$ cat src/logic/vid_pkg.sv
// Constants shared by the vectored interrupt dispatcher
`default_nettype none

package vid_pkg;

  // ==========================================================
  // Sizes
  localparam int unsigned NUM_CH    = 96;
  localparam int unsigned CH_W      = 7;
  localparam int unsigned VEC_W     = 32;
  localparam int unsigned PRIO_W    = 3;
  localparam logic [6:0]  LAST_CH   = 7'h5f;
  localparam logic [6:0]  PHANTOM   = 7'h00;
  localparam logic [6:0]  TBL_OFS   = 7'h01;

  // ==========================================================
  // Reset values
  localparam logic [31:0] VEC_RST   = 32'h0000_0000;
  localparam logic [6:0]  CH_RST    = 7'h00;

  // ==========================================================
  // Default channel wiring of peripheral requests
  localparam int unsigned CH_ERR_HI   = 0;
  localparam int unsigned CH_TICK_CMP = 2;
  localparam int unsigned CH_TICK_OVF = 6;
  localparam int unsigned CH_TCP_L0   = 10;
  localparam int unsigned CH_TTU_L0   = 11;
  localparam int unsigned CH_BSP_L0   = 12;
  localparam int unsigned CH_LIN_L0   = 13;
  localparam int unsigned CH_CNV_EVT  = 14;
  localparam int unsigned CH_CNV_SW1  = 15;
  localparam int unsigned CH_CAN1_L0  = 16;
  localparam int unsigned CH_SP2_L0   = 17;
  localparam int unsigned CH_ERR_LO   = 20;
  localparam int unsigned CH_TCP_L1   = 24;
  localparam int unsigned CH_TTU_L1   = 25;
  localparam int unsigned CH_BSP_L1   = 26;
  localparam int unsigned CH_LIN_L1   = 27;
  localparam int unsigned CH_CNV_SW2  = 28;
  localparam int unsigned CH_CAN1_L1  = 29;
  localparam int unsigned CH_SP2_L1   = 30;
  localparam int unsigned CH_CNV_MAG  = 31;
  localparam int unsigned CH_CAN2_L0  = 35;
  localparam int unsigned CH_SP3_L0   = 37;
  localparam int unsigned CH_SP3_L1   = 38;
  localparam int unsigned CH_CAN2_L1  = 42;

  // ==========================================================
  // Dispatch stage states
  typedef enum logic [1:0] {
    VID_IDLE = 2'b01,
    VID_BUSY = 2'b10
  } vid_state_e;

endpackage

`default_nettype wire

$ cat src/logic/vid_dispatcher.sv
// Vectored interrupt dispatcher: request wiring, arbitration, vector table
`timescale 1ns/10ps
`default_nettype none

// Operation
// - Tracks ninety-six request channels
// - Per-channel priority and enable gate requests
// - Winning handler vector driven to core port
// - Index and vector also readable for software
// - Table entries stored and checked with parity
// - Location zero is phantom; channel 95 unusable
// - Channel n fetches table location n+1
// - High error request wired to channel 0
// - Low error request wired to channel 20
// - Tick compares 0..3 to channels 2..5
// - Tick overflows 0,1 to channels 6,7
// - Timer coprocessor to channels 10, 24
// - Timer transfer unit to channels 11, 25
// - Buffered serial port to channels 12, 26
// - LIN serial interface to channels 13, 27
// - Converter to channels 14, 15, 28, 31
// - First CAN to channels 16, 29
// - Second CAN to channels 35, 42
// - Serial ports to 17/30 and 37/38
module vid_dispatcher #(
  parameter int unsigned PRIO_W = vid_pkg::PRIO_W
) (
  input  wire logic                     mclk_i,
  input  wire logic                     resetn_i,
  input  wire logic                     ce_i,
  input  wire logic                     err_high_i,
  input  wire logic                     err_low_i,
  input  wire logic [3:0]               tick_cmp_i,
  input  wire logic [1:0]               tick_ovf_i,
  input  wire logic [1:0]               tcp_req_i,
  input  wire logic [1:0]               ttu_req_i,
  input  wire logic [1:0]               bsp_req_i,
  input  wire logic [1:0]               lin_req_i,
  input  wire logic [3:0]               cnv_req_i,
  input  wire logic [1:0]               can1_req_i,
  input  wire logic [1:0]               can2_req_i,
  input  wire logic [1:0]               sp2_req_i,
  input  wire logic [1:0]               sp3_req_i,
  input  wire logic [95:0]              misc_req_i,
  input  wire logic [95:0]              chan_en_i,
  input  wire logic [96*PRIO_W-1:0]     chan_prio_i,
  input  wire logic                     tbl_we_i,
  input  wire logic [6:0]               tbl_addr_i,
  input  wire logic [31:0]              tbl_wdata_i,
  input  wire logic                     tbl_par_inv_i,
  output logic                          irq_o,
  output logic [31:0]                   vec_o,
  output logic [6:0]                    idx_o,
  output logic                          par_err_o
);

  // ==========================================================
  // Request wiring
  logic [95:0] req;
  logic [95:0] pend;

  always_comb begin
    req = misc_req_i;
    req[vid_pkg::CH_ERR_HI]  = req[vid_pkg::CH_ERR_HI]  | err_high_i;
    req[vid_pkg::CH_ERR_LO]  = req[vid_pkg::CH_ERR_LO]  | err_low_i;
    for (int k = 0; k < 4; k++) begin
      req[vid_pkg::CH_TICK_CMP+k] = req[vid_pkg::CH_TICK_CMP+k]
                                  | tick_cmp_i[k];
    end
    for (int k = 0; k < 2; k++) begin
      req[vid_pkg::CH_TICK_OVF+k] = req[vid_pkg::CH_TICK_OVF+k]
                                  | tick_ovf_i[k];
    end
    req[vid_pkg::CH_TCP_L0]  = req[vid_pkg::CH_TCP_L0]  | tcp_req_i[0];
    req[vid_pkg::CH_TCP_L1]  = req[vid_pkg::CH_TCP_L1]  | tcp_req_i[1];
    req[vid_pkg::CH_TTU_L0]  = req[vid_pkg::CH_TTU_L0]  | ttu_req_i[0];
    req[vid_pkg::CH_TTU_L1]  = req[vid_pkg::CH_TTU_L1]  | ttu_req_i[1];
    req[vid_pkg::CH_BSP_L0]  = req[vid_pkg::CH_BSP_L0]  | bsp_req_i[0];
    req[vid_pkg::CH_BSP_L1]  = req[vid_pkg::CH_BSP_L1]  | bsp_req_i[1];
    req[vid_pkg::CH_LIN_L0]  = req[vid_pkg::CH_LIN_L0]  | lin_req_i[0];
    req[vid_pkg::CH_LIN_L1]  = req[vid_pkg::CH_LIN_L1]  | lin_req_i[1];
    req[vid_pkg::CH_CNV_EVT] = req[vid_pkg::CH_CNV_EVT] | cnv_req_i[0];
    req[vid_pkg::CH_CNV_SW1] = req[vid_pkg::CH_CNV_SW1] | cnv_req_i[1];
    req[vid_pkg::CH_CNV_SW2] = req[vid_pkg::CH_CNV_SW2] | cnv_req_i[2];
    req[vid_pkg::CH_CNV_MAG] = req[vid_pkg::CH_CNV_MAG] | cnv_req_i[3];
    req[vid_pkg::CH_CAN1_L0] = req[vid_pkg::CH_CAN1_L0] | can1_req_i[0];
    req[vid_pkg::CH_CAN1_L1] = req[vid_pkg::CH_CAN1_L1] | can1_req_i[1];
    req[vid_pkg::CH_CAN2_L0] = req[vid_pkg::CH_CAN2_L0] | can2_req_i[0];
    req[vid_pkg::CH_CAN2_L1] = req[vid_pkg::CH_CAN2_L1] | can2_req_i[1];
    req[vid_pkg::CH_SP2_L0]  = req[vid_pkg::CH_SP2_L0]  | sp2_req_i[0];
    req[vid_pkg::CH_SP2_L1]  = req[vid_pkg::CH_SP2_L1]  | sp2_req_i[1];
    req[vid_pkg::CH_SP3_L0]  = req[vid_pkg::CH_SP3_L0]  | sp3_req_i[0];
    req[vid_pkg::CH_SP3_L1]  = req[vid_pkg::CH_SP3_L1]  | sp3_req_i[1];
  end

  // Last channel has no table slot, so it can never be dispatched
  always_comb begin
    pend = req & chan_en_i;
    pend[vid_pkg::LAST_CH] = 1'b0;
  end

  // ==========================================================
  // Arbitration: smaller priority value wins
  logic [6:0]        best_ch;
  logic [PRIO_W-1:0] best_lvl;
  logic              found;

  always_comb begin
    best_ch  = vid_pkg::CH_RST;
    best_lvl = '1;
    found    = 1'b0;
    for (int i = 0; i < vid_pkg::NUM_CH; i++) begin
      // Strict compare keeps the lower channel on a tie
      if (pend[i] && (!found || chan_prio_i[i*PRIO_W +: PRIO_W] < best_lvl))
      begin
        found    = 1'b1;
        best_ch  = 7'(i);
        best_lvl = chan_prio_i[i*PRIO_W +: PRIO_W];
      end
    end
  end

  logic [6:0] win_ch_r;
  logic       win_vld_r;
  logic [95:0] pend_q;

  always_ff @(posedge mclk_i) begin
    if (!resetn_i) begin
      win_ch_r  <= vid_pkg::CH_RST;
      win_vld_r <= 1'b0;
      pend_q    <= '0;
    end else if (ce_i) begin
      win_ch_r  <= best_ch;
      win_vld_r <= found;
      pend_q    <= pend;
    end
  end

  // ==========================================================
  // Vector table with one parity bit per entry
  function automatic logic par_of(input logic [31:0] d);
    par_of = ^d;
  endfunction

  logic [31:0] tbl_data [vid_pkg::NUM_CH];
  logic        tbl_par  [vid_pkg::NUM_CH];

  // Table contents are not reset; software loads them before use
  always_ff @(posedge mclk_i) begin
    if (ce_i && tbl_we_i && tbl_addr_i <= vid_pkg::LAST_CH) begin
      tbl_data[tbl_addr_i] <= tbl_wdata_i;
      tbl_par[tbl_addr_i]  <= par_of(tbl_wdata_i) ^ tbl_par_inv_i;
    end
  end

  logic [6:0]  fetch_addr;
  logic [31:0] ent;
  logic        ent_ok;
  logic        still;

  always_comb begin
    fetch_addr = win_ch_r + vid_pkg::TBL_OFS;
    ent        = tbl_data[fetch_addr];
    ent_ok     = (par_of(ent) == tbl_par[fetch_addr]);
    still      = win_vld_r && pend[win_ch_r];
  end

  // ==========================================================
  // Dispatch outputs
  vid_pkg::vid_state_e st_r;
  logic [31:0]         vec_r;
  logic [6:0]          idx_r;
  logic                perr_r;

  always_ff @(posedge mclk_i) begin
    if (!resetn_i) begin
      st_r   <= vid_pkg::VID_IDLE;
      vec_r  <= vid_pkg::VEC_RST;
      idx_r  <= vid_pkg::CH_RST;
      perr_r <= 1'b0;
    end else if (ce_i) begin
      perr_r <= still && !ent_ok;
      case (st_r)
        vid_pkg::VID_IDLE,
        vid_pkg::VID_BUSY: begin
          if (still && ent_ok) begin
            st_r  <= vid_pkg::VID_BUSY;
            vec_r <= ent;
            idx_r <= fetch_addr;
          end else begin
            // Stale or corrupt entries fall back to the phantom handler
            st_r  <= vid_pkg::VID_IDLE;
            vec_r <= tbl_data[vid_pkg::PHANTOM];
            idx_r <= vid_pkg::PHANTOM;
          end
        end
        default: begin
          st_r  <= vid_pkg::VID_IDLE;
          vec_r <= vid_pkg::VEC_RST;
          idx_r <= vid_pkg::CH_RST;
        end
      endcase
    end
  end

  assign irq_o     = (st_r == vid_pkg::VID_BUSY);
  assign vec_o     = vec_r;
  assign idx_o     = idx_r;
  assign par_err_o = perr_r;

  // ==========================================================
  // Checks
  property p_en_gate;
    @(posedge mclk_i) disable iff (!resetn_i)
    win_vld_r |-> pend_q[win_ch_r];
  endproperty
  a_en_gate: assert property (p_en_gate)
    else $error("winner was not an enabled request");

  property p_no_last;
    @(posedge mclk_i) disable iff (!resetn_i)
    win_vld_r |-> win_ch_r != vid_pkg::LAST_CH;
  endproperty
  a_no_last: assert property (p_no_last)
    else $error("last channel was dispatched");

  property p_fetch;
    @(posedge mclk_i) disable iff (!resetn_i)
    ce_i && still && ent_ok |=> irq_o && idx_o == $past(win_ch_r) + 7'h01;
  endproperty
  a_fetch: assert property (p_fetch)
    else $error("index is not channel plus one");

  property p_stale;
    @(posedge mclk_i) disable iff (!resetn_i)
    ce_i && win_vld_r && !pend[win_ch_r] |=> !irq_o && idx_o == 7'h00;
  endproperty
  a_stale: assert property (p_stale)
    else $error("withdrawn request still dispatched");

  property p_perr;
    @(posedge mclk_i) disable iff (!resetn_i)
    ce_i && still && !ent_ok |=> par_err_o && !irq_o;
  endproperty
  a_perr: assert property (p_perr)
    else $error("corrupt entry not flagged");

  property p_top;
    @(posedge mclk_i) disable iff (!resetn_i)
    ce_i && err_high_i && chan_en_i[0] && chan_prio_i[PRIO_W-1:0] == '0
      |=> win_vld_r && win_ch_r == 7'h00;
  endproperty
  a_top: assert property (p_top)
    else $error("channel 0 at top priority lost");

  property p_idle;
    @(posedge mclk_i) disable iff (!resetn_i)
    ce_i && pend == '0 ##1 ce_i |-> !win_vld_r ##1 !irq_o;
  endproperty
  a_idle: assert property (p_idle)
    else $error("dispatch with nothing pending");

  property p_irq_idx;
    @(posedge mclk_i) disable iff (!resetn_i)
    irq_o |-> idx_o != 7'h00 && !par_err_o;
  endproperty
  a_irq_idx: assert property (p_irq_idx)
    else $error("vector presented with phantom index");

  property p_perr_idx;
    @(posedge mclk_i) disable iff (!resetn_i)
    par_err_o |-> idx_o == 7'h00 && !irq_o;
  endproperty
  a_perr_idx: assert property (p_perr_idx)
    else $error("parity error shown with a live index");

  property p_par_store;
    @(posedge mclk_i) disable iff (!resetn_i)
    ce_i && tbl_we_i && !tbl_par_inv_i && tbl_addr_i <= vid_pkg::LAST_CH
      |=> tbl_par[$past(tbl_addr_i)] == par_of(tbl_data[$past(tbl_addr_i)]);
  endproperty
  a_par_store: assert property (p_par_store)
    else $error("stored parity does not match written entry");

  // A frozen block must keep presenting the same vector to the core
  property p_freeze;
    @(posedge mclk_i) disable iff (!resetn_i)
    !ce_i |=> $stable(vec_o) && $stable(idx_o) && $stable(irq_o);
  endproperty
  a_freeze: assert property (p_freeze)
    else $error("outputs moved while clock enable was low");

  property p_map_lo;
    @(posedge mclk_i) disable iff (!resetn_i)
    err_low_i && chan_en_i[vid_pkg::CH_ERR_LO] |-> pend[vid_pkg::CH_ERR_LO];
  endproperty
  a_map_lo: assert property (p_map_lo)
    else $error("low error request did not reach its channel");

  property p_map_cmp;
    @(posedge mclk_i) disable iff (!resetn_i)
    tick_cmp_i[3] && chan_en_i[vid_pkg::CH_TICK_CMP+3]
      |-> pend[vid_pkg::CH_TICK_CMP+3];
  endproperty
  a_map_cmp: assert property (p_map_cmp)
    else $error("last tick compare did not reach its channel");

endmodule

`default_nettype wire

$ cat config.mk
export PLATFORM = sky130hd
export DESIGN_NAME = vid_dispatcher
export DESIGN_NICKNAME = d
export VERILOG_FILES = /design/src/logic/vid_pkg.sv /design/src/logic/vid_dispatcher.sv
export SDC_FILE = /design/constraint.sdc
export NUM_CORES = 2
export LEC_CHECK = 0
export ABC_CLOCK_PERIOD_IN_PS = 340600
export BUFFER_PORTS_ARGS = -buffer_cell sky130_fd_sc_hd__buf_2
export CELL_PAD_IN_SITES_DETAIL_PLACEMENT = 0
export CELL_PAD_IN_SITES_GLOBAL_PLACEMENT = 2
export CORE_MARGIN = 1
export CORE_UTILIZATION = 45
export DETAILED_ROUTE_END_ITERATION = 7
export PLACE_DENSITY_LB_ADDON = 0.1
export SKIP_LAST_GASP = 1
export SLEW_MARGIN = 5
export SYNTH_ARGS = -nofsm -noshare
export SYNTH_HDL_FRONTEND = slang
export SYNTH_SLANG_ARGS = --single-unit
export TNS_END_PERCENT = 20
$ cat constraint.sdc
create_clock -name mclk_i -period 340.6 [get_ports mclk_i]
set_input_delay 68.12 -clock mclk_i [delete_from_list [all_inputs] [get_ports mclk_i]]
set_output_delay 68.12 -clock mclk_i [all_outputs]
set_load 0.02 [all_outputs]
==> impl_metrics.toml <==
[sta]
worst_pin_slew_ns = 1.30
hold_viol = 0
finalCriticalPeriod_ns = 197.52
setup_viol = 0
grt_setup_unrepaired = "no"
fin_crit_sh = 0.580
maxSlewHeadroom = 0.133
final.setup.tns_ns = 0
fmax_mhz = 5.06
finalClockSkew_ns = 0.0335
maxSlewViolCount = 0
whs_ns = 0.495

[routing]
wl_met1_microns = 179000
top_layer_used = "met5"
drt.antenna.violating_nets = 0
drt_iter0_drc = 9170
drc_errors = 0
wl_met2_microns = 212000
drt_first_pass_iters = 6
route.met3.wl_microns = 30400
wl_per_cell_microns = 33.2
vias_per_cell = 6.19
drt-total-wl_microns = 433000
vias = 80500

[logic_synthesis]
synth_most_common_cell = "edfxtp_1"
synth_cell_types = 179
synthFlopType = "edfxtp_1"
syn_area_sq_um = 142000
synthArstFlopShare = 0
synth_edf_count = 3168
synth.top_cell.area_share = 0.669
synthCells = 7754
avgSynthCellArea_sq_um = 18.4
synth_seq_cells = 3218
synthTopCellsByCount = "edfxtp_1, mux4_2, nand2_1"
yosys-top-cells-area = "edfxtp_1, mux4_2, nand2_1, nor2_1, ha_1"
ys_seq_area_frac = 0.676
syn-num-nets = 8403
yosys_warnings = 0
yosysTopAreaCell = "edfxtp_1"

[placed_design]
port_buffers = 587
dp_hpwl_microns = 266000
place_congestion = 0.849

[global_routing]
grt_max_degree = 131
track_usage = 0.268
overflow = 0
grt_pass1_wl_microns = 600000
grt_pass1_vias = 79500
antenna_found_initial = 98

[layout]
seqCellArea_sq_um = 96100
nets = 9219
fillers = 25300
drive_gt1_frac = 0.329
area_delta_synth_final_pct = 13.7
multi_input_area_sq_um = 45100

[critical_path]
ff2ff_path_depth = 22
max_stage_delay_ns = 0.67
crit_arrival_ns = 198.28
cp-start-kind = "input pin"
end_kind = "flop"
critPathMaxFanout = 11
slowest_stage = "o41ai_1"
critical_path_class = "input pin to flop"
critical_path_required_ns = 341.37
crit_top_cell = "ha_1"

[clock_network]
cts_made_buffers = 321
cts_buffer_depth = 4
clock_latency_ns = 0.88
clock-sinks = 3218
cts_tree = "built"
cts_hold_buf = 0
ctsResizeCount = 0
cts-root-buf = "clkbuf_16"
path_clk_slew_ns = 0.06
post_cts.repair.setup_buffers = 0
cts_max_level = 5

[worst_hold_path]
hold_depth = 2
hold_path_class = "flop to flop"

[floorplan]
core_area_sq_um = 315000
die_width_microns = 564
rows = 206
start_util = 0.452
dieArea_sq_um = 318000
io_pins = 593
die_y_microns = 564

[run_status]
status = "finished clean"

[flow_run]
maxCapViolations = 0
cell usage in the layout (no fill, tap or decap), types with 181 or more instances in the layout:
master,n
buf_2,554
nand2_1,382
buf_4,225
inv_1,181
o21ai_0,221
mux4_2,1050
clkbuf_16,334
nor2_1,264
edfxtp_1,3168
a21oi_1,236
layout make-up:
class / count / share of cell area
inverter: 181 / 0.00420
antenna: 46 / 0.000711
clock inverter: 144 / 0.00796
timing repair buffer: 786 / 0.0284
multi-input combinational: 4062 / 0.279
sequential: 3218 / 0.594
clock buffer: 416 / 0.0539
tap: 4160 / 0.0322
routing by layer:
metal,GRT usage,up-vias
li1,-,34000
met4,0.0697,54
met2,0.446,3233
met3,0.0416,518
met1,0.371,42700
met5,0,-
metrics by stage:
step           setup WS [ns]  instances  cell area, sq um  utilization
6_report              143.08      13000            162000        0.514
3_5_place_dp          143.24      12400            152000        0.482
3_3_place_gp          143.05      12400            152000        0.482
2_1_floorplan         162.37       7754            142000            -
4_1_cts               143.69      13000            162000        0.514
5_1_grt               132.33      13000            162000        0.514
worst max-delay path, delay by kind of cell:
family / cells / cell delay (ns)
AOI/OAI and AO/OA: 259 / 61.67
and+or+nand+nor: 179 / 28.96
adders and majority gates: 90 / 22.65
muxes: 45 / 14.19
buffers and inverters: 33 / 2.48
flip-flops by register name, summed over array words and instances, names as in the netlist:
name       flops
win_ch_r       7
vec_o         32
win_vld_r      1
idx_o          7
tbl_par       96
st_r           2
par_err_o      1
tbl_data    3072
cells by family after synthesis:
kind of cell	synth area share
AND/OR/NAND/NOR	0.0500
buffers and inverters	0.0135
multiplexers	0.178
AO/OA/AOI/OAI	0.0674
flip-flops	0.676
XOR/XNOR	0.00425
adder cells (fa/ha/maj)	0.0108
final timing paths:
check                            startpoint     endpoint  slack, ns
worst max-delay path             err_high_i  win_ch_r[0]     143.08
worst min register to register      st_r[1]      st_r[1]       0.50
worst max register to register  win_ch_r[0]     idx_o[3]     328.86
worst min-delay path                st_r[1]      st_r[1]       0.50
Power is left out: the tool's default activity adds up to more than one toggle a clock period on the data nets, which glitch-free logic cannot reach.
